### src/inc/nes_pkg.sv
// Constants, register map and carrier types of the sector error status block.
package nes_pkg;

    // ****************************************************************
    // Register map (byte addresses, one aligned 32-bit word each)
    // ****************************************************************
    localparam logic [6:0] OFS_CTRL = 7'h00;
    localparam logic [6:0] OFS_MODE = 7'h04;
    localparam logic [6:0] OFS_STAT_LO = 7'h08;
    localparam logic [6:0] OFS_PAR0 = 7'h0c;
    localparam logic [6:0] OFS_PAR1 = 7'h10;
    localparam logic [6:0] OFS_STAT_HI = 7'h14;
    localparam logic [6:0] OFS_PAR2 = 7'h18;
    localparam logic [6:0] OFS_PAR15 = 7'h4c;
    localparam logic [6:0] OFS_IRQ_STAT = 7'h50;
    localparam logic [6:0] OFS_IRQ_MASK = 7'h54;
    // Word index of parity register 2 is six, so index minus four gives its number.
    localparam logic [4:0] PAR_IDX_BIAS = 5'h04;

    // ****************************************************************
    // Field layout
    // ****************************************************************
    localparam int unsigned NUM_SECTORS = 16;
    localparam int unsigned SECT_PER_WORD = 8;
    localparam int unsigned GROUP_W = 4;
    localparam int unsigned FLD_REC = 0;
    localparam int unsigned FLD_CODE = 1;
    localparam int unsigned FLD_MUL = 2;
    localparam int unsigned CTRL_PAR_CLR_BIT = 0;
    localparam int unsigned CTRL_SOFT_RST_BIT = 1;
    localparam int unsigned MODE_PAGE_LSB = 0;
    localparam int unsigned MODE_CORR_LSB = 4;
    localparam int unsigned IRQ_DONE_BIT = 0;
    localparam int unsigned IRQ_REC_BIT = 1;
    localparam int unsigned IRQ_MUL_BIT = 2;
    localparam int unsigned IRQ_W = 3;
    localparam int unsigned NARROW_LOC_W = 16;
    localparam int unsigned WIDE_LOC_W = 24;

    // ****************************************************************
    // Reset values
    // ****************************************************************
    localparam logic [31:0] RST_WORD = 32'h0000_0000;
    localparam logic [15:0] RST_SECT = 16'h0000;
    localparam logic [2:0] RST_IRQ = 3'h0;
    localparam logic [1:0] RST_PAGE = 2'h0;

    // ****************************************************************
    // Types
    // ****************************************************************
    typedef enum logic [1:0]
    {
        CORR_PAGE = 2'h0,
        CORR_256 = 2'h1,
        CORR_512 = 2'h2,
        CORR_RSVD = 2'h3
    } nes_corr_t;

    typedef enum logic [1:0]
    {
        BUS_IDLE,
        BUS_FETCH,
        BUS_DONE
    } nes_bus_t;

    typedef struct packed
    {
        logic read;
        logic write;
        logic [6:0] address;
        logic [3:0] byteenable;
        logic [31:0] writedata;
    } nes_avl_req_t;

    typedef struct packed
    {
        logic waitrequest;
        logic [31:0] readdata;
    } nes_avl_rsp_t;

    typedef struct packed
    {
        logic valid;
        logic [11:0] sector_base;
        logic any_err;
        logic code_err;
        logic multi_err;
        logic [31:0] locator;
    } nes_result_t;

    typedef struct packed
    {
        logic [15:0][31:0] mem;
        logic [31:0] q;
    } nes_mem_state_t;

    typedef struct packed
    {
        nes_bus_t bus;
        logic rd_mem;
        logic [31:0] rdata;
        nes_corr_t corr;
        logic [1:0] page;
        logic [15:0] pend_rec;
        logic [15:0] pend_code;
        logic [15:0] pend_mul;
        logic [31:0] stat_lo;
        logic [31:0] stat_hi;
        logic [15:0] par_vld;
        logic [15:0] par1_page;
        logic [2:0] irq_stat;
        logic [2:0] irq_mask;
    } nes_state_t;

endpackage

### src/logic/nes_par_mem.sv
// Sixteen-word store of error locators with a registered read port.
`timescale 1ns/1ps
module nes_par_mem
(
    input wire logic clk, // system clock
    input wire logic arst_n, // asynchronous reset, active low
    input wire logic we, // write strobe
    input wire logic [3:0] waddr, // write word index
    input wire logic [31:0] wdata, // write data
    input wire logic [3:0] raddr, // read word index
    output logic [31:0] rdata // read data, one cycle after raddr
);

    nes_pkg::nes_mem_state_t st_ff;
    nes_pkg::nes_mem_state_t nxt_st;

    always_comb
    begin
        nxt_st = st_ff;
        if (we)
        begin
            nxt_st.mem[waddr] = wdata;
        end
        nxt_st.q = st_ff.mem[raddr];
    end

    always_ff @(posedge clk or negedge arst_n)
    begin
        if (!arst_n)
        begin
            st_ff <= '0;
        end
        else
        begin
            st_ff <= nxt_st;
        end
    end

    assign rdata = st_ff.q;

endmodule

### src/logic/nes_status.sv
// Per-sector error status registers with locator store, bus slave and interrupt.
//
// Chosen here: the address map and the Avalon-MM register port.
`timescale 1ns/1ps
module nes_status
(
    input wire logic clk, // system clock, 40 MHz
    input wire logic arst_n, // asynchronous reset, active low
    input wire nes_pkg::nes_avl_req_t avl_i, // Avalon-MM request from the master
    output nes_pkg::nes_avl_rsp_t avl_o, // Avalon-MM answer
    input wire nes_pkg::nes_result_t res_i, // per-sector result from the compare logic
    input wire logic page_done, // pulse, page read complete
    input wire logic flash_cmd, // pulse, flash read or write command seen
    output logic irq // level interrupt
);

    // ****************************************************************
    // State
    // ****************************************************************
    nes_pkg::nes_state_t st_ff;
    nes_pkg::nes_state_t nxt_st;

    logic [3:0] sec;
    logic sec_ok;
    logic take;
    logic wr_ctrl;
    logic soft_rst;
    logic par_clr;
    logic clr_all;
    logic [4:0] widx;
    logic [3:0] par_idx;
    logic par_hit;
    logic [31:0] reg_val;
    logic rd_from_mem;
    logic mem_we;
    logic [31:0] mem_wdata;
    logic [31:0] mem_q;
    logic [15:0] new_rec;
    logic [15:0] new_code;
    logic [15:0] new_mul;
    logic [15:0] sect_en;
    logic [1:0][31:0] packed_w;
    logic [2:0] irq_ev;
    logic [2:0] irq_w1c;

    // ****************************************************************
    // Locator store
    // ****************************************************************
    nes_par_mem u_par_mem
    (
        .clk(clk),
        .arst_n(arst_n),
        .we(mem_we),
        .waddr(sec),
        .wdata(mem_wdata),
        .raddr(par_idx),
        .rdata(mem_q)
    );

    // ****************************************************************
    // Sector decode
    // ****************************************************************
    always_comb
    begin
        sec = 4'h0;
        sec_ok = 1'b0;
        unique case (st_ff.corr)
            nes_pkg::CORR_PAGE:
            begin
                sec_ok = 1'b1;
            end
            // 256-byte sectors up to sector 15
            nes_pkg::CORR_256:
            begin
                sec = res_i.sector_base[11:8];
                sec_ok = 1'b1;
            end
            nes_pkg::CORR_512:
            begin
                sec = {1'b0, res_i.sector_base[11:9]};
                sec_ok = 1'b1;
            end
            // The reserved mode has no sector layout, so results are dropped.
            nes_pkg::CORR_RSVD:
            begin
                sec = 4'h0;
                sec_ok = 1'b0;
            end
        endcase
    end

    // ****************************************************************
    // Bus decode
    // ****************************************************************
    always_comb
    begin
        wr_ctrl = avl_i.write && avl_i.byteenable[0] && (avl_i.address == nes_pkg::OFS_CTRL);
        soft_rst = wr_ctrl && avl_i.writedata[nes_pkg::CTRL_SOFT_RST_BIT];
        par_clr = wr_ctrl && avl_i.writedata[nes_pkg::CTRL_PAR_CLR_BIT];
        clr_all = flash_cmd || soft_rst;
        take = res_i.valid && sec_ok && !soft_rst;
        irq_w1c = 3'h0;
        if (avl_i.write && avl_i.byteenable[0] && (avl_i.address == nes_pkg::OFS_IRQ_STAT))
        begin
            irq_w1c = avl_i.writedata[2:0];
        end
        widx = avl_i.address[6:2] - nes_pkg::PAR_IDX_BIAS;
        par_idx = 4'h0;
        par_hit = 1'b0;
        if (avl_i.address == nes_pkg::OFS_PAR0)
        begin
            par_hit = 1'b1;
        end
        else if (avl_i.address == nes_pkg::OFS_PAR1)
        begin
            par_idx = 4'h1;
            par_hit = 1'b1;
        end
        else if ((avl_i.address >= nes_pkg::OFS_PAR2) && (avl_i.address <= nes_pkg::OFS_PAR15)
                 && (avl_i.address[1:0] == 2'h0))
        begin
            par_idx = widx[3:0];
            par_hit = 1'b1;
        end
    end

    // ****************************************************************
    // Register read mux
    // ****************************************************************
    always_comb
    begin
        reg_val = nes_pkg::RST_WORD;
        rd_from_mem = 1'b0;
        if (par_hit)
        begin
            // second half of a whole-page locator
            if ((par_idx == 4'h1) && (st_ff.corr == nes_pkg::CORR_PAGE))
            begin
                reg_val = {16'h0000, st_ff.par1_page & {16{st_ff.par_vld[1]}}};
            end
            else
            begin
                rd_from_mem = st_ff.par_vld[par_idx];
            end
        end
        else
        begin
            unique case (avl_i.address)
                nes_pkg::OFS_MODE:
                begin
                    reg_val[nes_pkg::MODE_PAGE_LSB +: 2] = st_ff.page;
                    reg_val[nes_pkg::MODE_CORR_LSB +: 2] = st_ff.corr;
                end
                nes_pkg::OFS_STAT_LO: reg_val = st_ff.stat_lo;
                nes_pkg::OFS_STAT_HI: reg_val = st_ff.stat_hi;
                nes_pkg::OFS_IRQ_STAT: reg_val[2:0] = st_ff.irq_stat;
                nes_pkg::OFS_IRQ_MASK: reg_val[2:0] = st_ff.irq_mask;
                default: reg_val = nes_pkg::RST_WORD;
            endcase
        end
    end

    // ****************************************************************
    // Flag accumulation and packing
    // ****************************************************************
    always_comb
    begin
        new_rec = clr_all ? nes_pkg::RST_SECT : st_ff.pend_rec;
        new_code = clr_all ? nes_pkg::RST_SECT : st_ff.pend_code;
        new_mul = clr_all ? nes_pkg::RST_SECT : st_ff.pend_mul;
        // A result in a flash_cmd clearing cycle belongs to the new operation, so it is kept; a soft reset cycle drops it.
        if (take)
        begin
            new_rec[sec] = new_rec[sec] | res_i.any_err;
            // error inside the stored code bytes
            new_code[sec] = new_code[sec] | res_i.code_err;
            new_mul[sec] = new_mul[sec] | res_i.multi_err;
        end
        packed_w = '0;
        sect_en = '0;
        for (int n = 0; n < nes_pkg::NUM_SECTORS; n++)
        begin
            // whole-page mode shows sector 0 only
            sect_en[n] = (st_ff.corr != nes_pkg::CORR_PAGE) || (n == 0);
            // low word groups high word groups
            packed_w[n / nes_pkg::SECT_PER_WORD]
                [nes_pkg::GROUP_W * (n % nes_pkg::SECT_PER_WORD) + nes_pkg::FLD_REC] =
                new_rec[n] & sect_en[n];
            packed_w[n / nes_pkg::SECT_PER_WORD]
                [nes_pkg::GROUP_W * (n % nes_pkg::SECT_PER_WORD) + nes_pkg::FLD_CODE] =
                new_code[n] & sect_en[n];
            packed_w[n / nes_pkg::SECT_PER_WORD]
                [nes_pkg::GROUP_W * (n % nes_pkg::SECT_PER_WORD) + nes_pkg::FLD_MUL] =
                new_mul[n] & sect_en[n];
        end
        irq_ev = 3'h0;
        irq_ev[nes_pkg::IRQ_DONE_BIT] = page_done;
        irq_ev[nes_pkg::IRQ_REC_BIT] = page_done && (|(new_rec & sect_en));
        irq_ev[nes_pkg::IRQ_MUL_BIT] = page_done && (|(new_mul & sect_en));
    end

    // ****************************************************************
    // Locator write data
    // ****************************************************************
    always_comb
    begin
        mem_we = take;
        if (st_ff.corr == nes_pkg::CORR_PAGE)
        begin
            // low half into parity word 0
            mem_wdata = {16'h0000, res_i.locator[nes_pkg::NARROW_LOC_W - 1:0]};
        end
        else
        begin
            // sector 0 wide locator sector n into word n
            mem_wdata = {8'h00, res_i.locator[nes_pkg::WIDE_LOC_W - 1:0]};
        end
    end

    // ****************************************************************
    // Next state
    // ****************************************************************
    always_comb
    begin
        nxt_st = st_ff;
        nxt_st.pend_rec = new_rec;
        nxt_st.pend_code = new_code;
        nxt_st.pend_mul = new_mul;
        if (clr_all || par_clr)
        begin
            nxt_st.par_vld = nes_pkg::RST_SECT;
            nxt_st.par1_page = nes_pkg::RST_SECT;
        end
        if (clr_all)
        begin
            nxt_st.stat_lo = nes_pkg::RST_WORD;
            nxt_st.stat_hi = nes_pkg::RST_WORD;
        end
        if (take)
        begin
            nxt_st.par_vld[sec] = 1'b1;
            if (st_ff.corr == nes_pkg::CORR_PAGE)
            begin
                // high half into parity word 1
                nxt_st.par_vld[1] = 1'b1;
                nxt_st.par1_page = res_i.locator[31:16];
            end
        end
        // publish at page completion, clear on flash_cmd or soft reset, hold otherwise
        if (page_done && !soft_rst)
        begin
            nxt_st.stat_lo = packed_w[0];
            nxt_st.stat_hi = packed_w[1];
        end
        // Events win over a write-one-to-clear in the same cycle.
        nxt_st.irq_stat = (st_ff.irq_stat & ~irq_w1c) | irq_ev;
        if (avl_i.write && avl_i.byteenable[0])
        begin
            if (avl_i.address == nes_pkg::OFS_MODE)
            begin
                nxt_st.page = avl_i.writedata[nes_pkg::MODE_PAGE_LSB +: 2];
                nxt_st.corr = nes_pkg::nes_corr_t'(avl_i.writedata[nes_pkg::MODE_CORR_LSB +: 2]);
            end
            if (avl_i.address == nes_pkg::OFS_IRQ_MASK)
            begin
                nxt_st.irq_mask = avl_i.writedata[2:0];
            end
        end
        // soft reset returns every register to its reset value
        if (soft_rst)
        begin
            nxt_st.corr = nes_pkg::CORR_PAGE;
            nxt_st.page = nes_pkg::RST_PAGE;
            nxt_st.irq_stat = nes_pkg::RST_IRQ;
            nxt_st.irq_mask = nes_pkg::RST_IRQ;
        end
        // Reads take two wait cycles because the locator store answers from a register.
        unique case (st_ff.bus)
            nes_pkg::BUS_IDLE:
            begin
                if (avl_i.read)
                begin
                    nxt_st.rdata = reg_val;
                    nxt_st.rd_mem = rd_from_mem;
                    nxt_st.bus = nes_pkg::BUS_FETCH;
                end
            end
            nes_pkg::BUS_FETCH:
            begin
                if (st_ff.rd_mem)
                begin
                    nxt_st.rdata = mem_q;
                end
                nxt_st.bus = nes_pkg::BUS_DONE;
            end
            nes_pkg::BUS_DONE:
            begin
                nxt_st.bus = nes_pkg::BUS_IDLE;
            end
            default:
            begin
                nxt_st.bus = nes_pkg::BUS_IDLE;
            end
        endcase
    end

    always_ff @(posedge clk or negedge arst_n)
    begin
        if (!arst_n)
        begin
            st_ff <= '0;
        end
        else
        begin
            st_ff <= nxt_st;
        end
    end

    // ****************************************************************
    // Outputs
    // ****************************************************************
    assign avl_o.waitrequest = avl_i.read && (st_ff.bus != nes_pkg::BUS_DONE);
    assign avl_o.readdata = st_ff.rdata;
    assign irq = |(st_ff.irq_stat & st_ff.irq_mask);

endmodule

### config.mk
export PLATFORM = sky130hd
export DESIGN_NAME = nes_status
export DESIGN_NICKNAME = d
export VERILOG_FILES = /design/src/inc/nes_pkg.sv /design/src/logic/nes_par_mem.sv /design/src/logic/nes_status.sv
export SDC_FILE = /design/constraint.sdc
export NUM_CORES = 1
export LEC_CHECK = 0
export ABC_AREA = 1
export BUFFER_PORTS_ARGS = -buffer_cell sky130_fd_sc_hd__buf_2
export CORE_MARGIN = 5
export CORE_UTILIZATION = 50
export CTS_BUF_LIST = sky130_fd_sc_hd__clkbuf_2
export CTS_CLUSTER_DIAMETER = 60
export DETAILED_ROUTE_END_ITERATION = 12
export HOLD_SLACK_MARGIN = 0.08
export PLACE_DENSITY = 0.77
export SLEW_MARGIN = 40
export SYNTH_ARGS = -nofsm -noshare
export SYNTH_HDL_FRONTEND = slang
export SYNTH_SLANG_ARGS = --single-unit
### constraint.sdc
create_clock -name clk -period 3.7 [get_ports clk]
set_input_delay 0.185 -clock clk [delete_from_list [all_inputs] [get_ports clk]]
set_output_delay 0.185 -clock clk [all_outputs]
set_load 0.01 [all_outputs]
==> metrics.txt, run 1 <==
clock edge transition at the registers on the reported setup and hold paths=0.10 ns; cts bufs inserted=147; post-synthesis instance total=3184; Reg2Reg Launch Point=st_ff[152]; Clock Power Share=0.335; layout net count=3503; post-synthesis sequential element count=579; TritonCTS clock tree=done; post-layout power=12.84 mW; crit path from=avl_i[39]; largest family of logic cells by synthesized area=simple AND/OR/NAND/NOR gates; worst slew margin relative to its limit=0.4232; die extent in x=239.7 um; proportion of layout cells with a drive suffix above 1=0.1328; Placed Instances=3766; critical-path maximum fanout=30; power density over the cells=424.8 mW/mm2; share of synthesized area occupied by flip-flops and latches=0.5490; overflow left after global routing=0; Internal=8.880 mW; summed negative setup slack over all endpoints=0 ns; endpoint class of the critical path=register; Post-synth EDFFs=0; fraction of the mapped netlist area in adder cells=0.002845; cells on worst reg2reg path=14; fraction of power consumed by sequential logic=0.542; deepest level of the CTS H-tree=4; Max Clk Rate=271.2 MHz; cell at the root of the clock tree=sky130_fd_sc_hd__clkbuf_2; Residual DRC=0; count of antenna-violating nets left after detailed routing=0; worst hold-check path type=in2reg; leading cell type in the layout, fill and taps excluded=sky130_fd_sc_hd__nand2_1; 1st-iter DRT viols=3193; Routed Wire Length=80.59 mm; initial antenna violation count=4; initial cell density of the core=0.5032; capture point of the worst path=u_par_mem.st_ff[275]; warnings from Yosys=0; via count of the first global-routing pass=22777; hold slack=0.2415 ns; share of synthesized cell area in and, or, nand and nor gates=0.1960; I/O Buffers=90; ratio of routed vias to standard cells=5.754; maximum number of pins on one net before global-route repair=149; CTS sink count=579; net switching power of the design=3.956 mW; final critical path time including I/O delays and setup=3.687 ns; worst ir drop on vdd=0.2568 mV; complex-gate fraction of the synthesized area=0.1806; worst reg2reg path endpoint=u_par_mem.st_ff[275]; share of the cycle needed by the critical path after routing=0.9966; async set-reset flop share out of synthesis=1.000; area added between synthesis and finish=14.49%; via count=24082; Critical Path AT=4.90 ns; number of different library cells in the post-synthesis netlist=45; std cell rows=84; Worst Clk Skew=0.09957 ns; die height=239.7 um; multiplexer fraction of the synthesized cell area=0; Post-synth top flop=sky130_fd_sc_hd__dfrtp_1; number of slew-limit violations in the final report=0; post-route non-filler standard cell count=4185; placed wire-length estimate after detailed placement=44.22 mm; mean post-synth cell area=8.288 um2; Final Hold Viols=0; post-synthesis instance area=0.02639 mm2; type of the setup path with the least slack=in2reg; RePlAce Congestion=0.9120; outcome=finished, final reports clean; switching part of the total=0.3082; final setup vio count=0; insertion delay to the later sink of the worst-skew pair=1.31 ns; number of buffers on the longest clock path=3; area of the core=0.05245 mm2; number of max-capacitance violations reported=0; CP required=4.91 ns; total global-route track usage=0.2765; fraction of power consumed by combinational cells=0.124; actual slew at the worst max-slew pin=0.8652 ns; static power due to leakage=14.75 nW; average routed wire per standard cell=19.26 um; global-route wire length before repair=125.4 mm; xor and xnor area share after synthesis=0; Pre-antenna DRT Iters=6; worst setup slack for register-to-register paths=0.06 ns; die outline area=0.05747 mm2; most used cells in the layout excluding fill and tap cells=732 x sky130_fd_sc_hd__nand2_1, 613 x sky130_fd_sc_hd__o21ai_0, 579 x sky130_fd_sc_hd__dfrtp_1; CP Launch Type=input pin; I/O pin cnt=131
through the flow:
stage,setup WS (ns),utilization,cell area (um2)
floorplan,1.290,-,26390
CTS,0.02619,0.5730,30050
global placement,0.6888,0.5175,27140
detailed placement,0.6504,0.5175,27140
finish,0.01262,0.5761,30210
global route,-0.02353,0.5761,30210
cells by family after synthesis:
kind of cell,Yosys count
simple gates,1270
flops,579
fa+ha+maj,6
compound gates,884
buf+inv,444
other cells,1
power groups by stage:
stage / Sequential (mW) / Clock [mW] / Combinational [mW]
after detailed placement: 7.05 / 0 / 1.40
after floorplan: 6.92 / 0 / 0.948
after global placement: 7.04 / 0 / 1.38
after CTS: 6.92 / 4.37 / 1.52
final: 6.95 / 4.29 / 1.59
after global routing: 6.98 / 4.72 / 1.75
registers in the layout, indices dropped and copies added (netlist names):
signal and flops:
u_par_mem.st_ff 384, st_ff 141, avl_o 30, u_par_mem.rdata 24
layout make-up:
type,count,area (um2)
Tap cell,688,860.8
Clock buffer,207,1036
Clock inverter,35,232.7
Fill cell,4480,22230
Inverter,190,723.2
Sequential cell,579,14490
Antenna cell,4,10.01
Multi-Input combinational cell,2162,10120
Timing Repair Buffer,320,2746
worst max-delay path, stage by stage:
cell and delay, ns:
sky130_fd_sc_hd__dlygate4sd3_1 0.52, sky130_fd_sc_hd__buf_2 0.15, sky130_fd_sc_hd__inv_2 0.08, sky130_fd_sc_hd__nand2_4 0.06
sky130_fd_sc_hd__dlygate4sd3_1 0.65, sky130_fd_sc_hd__nor2_8 0.03, sky130_fd_sc_hd__dlygate4sd3_1 0.63, sky130_fd_sc_hd__nand3_4 0.11
sky130_fd_sc_hd__buf_6 0.25, sky130_fd_sc_hd__nand2_1 0.20, sky130_fd_sc_hd__nor2_1 0.16, sky130_fd_sc_hd__dlygate4sd3_1 0.60
sky130_fd_sc_hd__inv_2 0.06, sky130_fd_sc_hd__nor2_2 0.18, sky130_fd_sc_hd__buf_6 0.25, sky130_fd_sc_hd__nand2_1 0.09
sky130_fd_sc_hd__dlygate4sd3_1 0.58, sky130_fd_sc_hd__o21ai_0 0.08
synthesized netlist by cell type, types with 2 or more instances:
cell type | count | share of area
sky130_fd_sc_hd__nand3_2 | 2 | 0.00076
sky130_fd_sc_hd__nor2_2 | 9 | 0.0021
sky130_fd_sc_hd__dfrtp_1 | 579 | 0.55
sky130_fd_sc_hd__a22oi_1 | 2 | 0.00057
sky130_fd_sc_hd__o211ai_1 | 50 | 0.014
sky130_fd_sc_hd__nand2_1 | 743 | 0.11
sky130_fd_sc_hd__nor2_4 | 2 | 0.00085
sky130_fd_sc_hd__o221ai_1 | 6 | 0.0020
sky130_fd_sc_hd__inv_2 | 21 | 0.0030
sky130_fd_sc_hd__o21ai_1 | 44 | 0.0083
sky130_fd_sc_hd__nand4_1 | 24 | 0.0057
sky130_fd_sc_hd__a22o_1 | 4 | 0.0013
sky130_fd_sc_hd__nand4_2 | 2 | 0.00095
sky130_fd_sc_hd__nor3_1 | 4 | 0.00076
sky130_fd_sc_hd__buf_4 | 37 | 0.011
sky130_fd_sc_hd__a221o_1 | 2 | 0.00076
sky130_fd_sc_hd__o22ai_1 | 82 | 0.019
sky130_fd_sc_hd__clkinv_1 | 4 | 0.00057
sky130_fd_sc_hd__nand2_2 | 4 | 0.00095
sky130_fd_sc_hd__a31oi_1 | 2 | 0.00047
sky130_fd_sc_hd__buf_1 | 4 | 0.00057
sky130_fd_sc_hd__a311oi_1 | 2 | 0.00066
sky130_fd_sc_hd__buf_6 | 6 | 0.0026
sky130_fd_sc_hd__ha_1 | 6 | 0.0028
sky130_fd_sc_hd__inv_1 | 164 | 0.023
sky130_fd_sc_hd__a21oi_1 | 63 | 0.012
sky130_fd_sc_hd__buf_2 | 27 | 0.0051
sky130_fd_sc_hd__o21ai_0 | 616 | 0.12
sky130_fd_sc_hd__a32o_1 | 6 | 0.0023
sky130_fd_sc_hd__nand2_4 | 2 | 0.00085
sky130_fd_sc_hd__clkbuf_1 | 180 | 0.026
sky130_fd_sc_hd__nand3_1 | 144 | 0.027
sky130_fd_sc_hd__nor2_1 | 329 | 0.047
worst min path at each step:
stage | startpoint | end | cells after the start
detailed placement | arst_n | u_par_mem.st_ff[517] | 1
CTS | res_i[44] | st_ff[148] | 8
global route | avl_i[37] | avl_o[15] | 10
finish | avl_i[37] | avl_o[15] | 10
global placement | arst_n | u_par_mem.st_ff[517] | 1
floorplan | arst_n | avl_o[0] | 0
routing by layer:
metal	track usage	part of all wire
met3	0.07265	0.10
met1	0.3654	0.40
met5	0	0.00016
met4	0.1340	0.041
met2	0.4275	0.46
repair_timing:
item,4_1_cts,5_1_grt
hold buffers,162,0
hold endpoints to repair,1157,0
setup buffers,0,12
gates resized for setup,0,25
setup endpoints to repair,0,120
Power figures use the tool's default switching activity.
==> inputs of run 2 (changes only) <==
--- a/config.mk
+++ b/config.mk
@@ -14,6 +14,7 @@
 export DETAILED_ROUTE_END_ITERATION = 12
 export HOLD_SLACK_MARGIN = 0.08
 export PLACE_DENSITY = 0.77
+export RECOVER_POWER = 50
 export SLEW_MARGIN = 40
 export SYNTH_ARGS = -nofsm -noshare
 export SYNTH_HDL_FRONTEND = slang
==> metrics.txt, run 2 (synthesis gave the netlist of run 1 again) <==
type of the setup path with the least slack=in2reg; RePlAce Congestion=0.9120; 1st-iter DRT viols=3238; Max Clk Rate=271.0 MHz; endpoint class of the critical path=register; Filler cells=4505; number of max-capacitance violations reported=2; layout net count=3503; stage delay of the slowest cell on the critical path=0.65 ns; Reg area=0.01449 mm2; worst setup slack for register-to-register paths=0.07 ns; number of buffers on the longest clock path=3; overflow left after global routing=0; most flop-heavy register=u_par_mem.st_ff; CP Launch Type=input pin; share of the cycle needed by the critical path after routing=0.9972; static power due to leakage=14.68 nW; Worst Hold Path EP=avl_o[15]; max reg flops=384; die outline area=0.05747 mm2; multi-input logic area=0.01012 mm2; via count of the first global-routing pass=22777; worst ir drop on vdd=0.2568 mV; count of antenna-violating nets left after detailed routing=0; outcome=complete, but fails checks; number of slew-limit violations in the final report=89; area added between synthesis and finish=14.18%; initial cell density of the core=0.5032; I/O pin cnt=131; cts bufs inserted=147; summed negative setup slack over all endpoints=0 ns; power density over the cells=425.5 mW/mm2; critical path's most frequent cell=sky130_fd_sc_hd__dlygate4sd3_1; CP required=4.93 ns; via count=24145; highest-delay cell along the critical path=sky130_fd_sc_hd__dlygate4sd3_1; proportion of layout cells with a drive suffix above 1=0.1283; final setup vio count=0; post-layout power=12.82 mW; Residual DRC=0; initial antenna violation count=4; failing checks=max-capacitance violations, max-slew violations; clock edge transition at the registers on the reported setup and hold paths=0.11 ns; total global-route track usage=0.2765; Worst Clk Skew=0.08721 ns; Routed Wire Length=80.66 mm; maximum number of pins on one net before global-route repair=149; cells on worst reg2reg path=14; critical-path maximum fanout=30; most used cells in the layout excluding fill and tap cells=732 x sky130_fd_sc_hd__nand2_1, 613 x sky130_fd_sc_hd__o21ai_0, 579 x sky130_fd_sc_hd__dfrtp_1; Critical Path AT=4.92 ns; placed wire-length estimate after detailed placement=44.22 mm; worst hold-check path type=in2reg; I/O Buffers=90; Final Hold Viols=0; deepest level of the CTS H-tree=4; Hold Path Depth=10; hold slack=0.2171 ns; worst reg2reg path endpoint=u_par_mem.st_ff[272]; Critical Path, Cell by Cell=dlygate4sd3_1, buf_2, inv_2, nand2_4, dlygate4sd3_1, nor2_8, dlygate4sd3_1, nand3_4, buf_6, nand2_1, nor2_1, dlygate4sd3_1, inv_2, nor2_2, buf_6, nand2_1, dlygate4sd3_1, o21ai_0; Pre-antenna DRT Iters=9; global-route wire length before repair=125.4 mm; die extent in x=239.7 um; placed standard-cell area=0.02714 mm2; die height=239.7 um; actual slew at the worst max-slew pin=1.679 ns; final critical path time including I/O delays and setup=3.690 ns; Reg2Reg Launch Point=st_ff[152]; cell at the root of the clock tree=sky130_fd_sc_hd__clkbuf_2; worst slew margin relative to its limit=-0.1194; average routed wire per standard cell=19.27 um; area of all placed cells without fillers=0.03013 mm2; TritonCTS clock tree=done; Hold Path Origin=avl_i[37]; leading cell type in the layout, fill and taps excluded=sky130_fd_sc_hd__nand2_1; area of the core=0.05245 mm2; std cell rows=84; ratio of routed vias to standard cells=5.769; CTS sink count=579; insertion delay to the later sink of the worst-skew pair=1.30 ns
-- run 2: cell count changes in the layout (fill, tap and decap cells not counted), sizes merged --
cell	delta
clkdlybuf4s25	+1
buf	-18
clkbuf	+17
-- run 2: how the worst max path moves through the flow --
stage | startpoint | end | slack, ns
CTS | avl_i[36] | avl_o[1] | 0.03
global route | st_ff[152] | st_ff[4] | -0.02
global placement | st_ff[152] | st_ff[4] | 0.69
floorplan | st_ff[152] | st_ff[5] | 1.29
detailed placement | st_ff[152] | st_ff[4] | 0.65
finish | avl_i[39] | u_par_mem.st_ff[272] | 0.01
-- run 2: layer usage --
metal	global-route usage	up-vias	routed length [um]
met4	0.1340	2	3290
met1	0.3654	11505	31700
met2	0.4275	1377	37090
li1	-	11013	-
met3	0.07265	248	8567
met5	0	-	13
-- run 2: final cells by class --
type / instances / share of cell area
sequential: 579 / 0.4809
antenna: 4 / 0.0003322
clock inverter: 35 / 0.007724
clock buffer: 207 / 0.03438
multi-input combinational: 2162 / 0.3357
inverter: 190 / 0.02400
timing repair buffer: 320 / 0.08837
tap: 688 / 0.02857
-- run 2: report_power, final --
part           internal, mW  switching, mW  total (mW)
Combinational         0.526           1.04        1.57
Clock                  1.65           2.65        4.30
Sequential             6.68          0.268        6.95
Total                  8.86           3.96        12.8
-- run 2: worst max-delay path: cells and delay by family --
| family | cells | cell delay [ns] |
|---|---|---|
| AOI/OAI and AO/OA | 1 | 0.08 |
| and+or+nand+nor | 7 | 0.84 |
| buffers and inverters | 10 | 3.78 |
-- run 2: timing repair --
item                                    CTS  global route
endpoints found under the hold margin  1157             0
gates resized for setup                   0            25
setup buffers                             0            12
setup endpoints to repair                 0           120
hold buffers                            162             0
-- run 2: per-stage QoR --
step / utilization / setup slack [ns] / std cells
3_3_place_gp: 0.5175 / 0.6888 / 3766
2_1_floorplan: - / 1.290 / 3185
3_5_place_dp: 0.5175 / 0.6504 / 3766
6_report: 0.5745 / 0.01040 / 4185
5_1_grt: 0.5745 / -0.02353 / 4184
4_1_cts: 0.5730 / 0.02619 / 4170
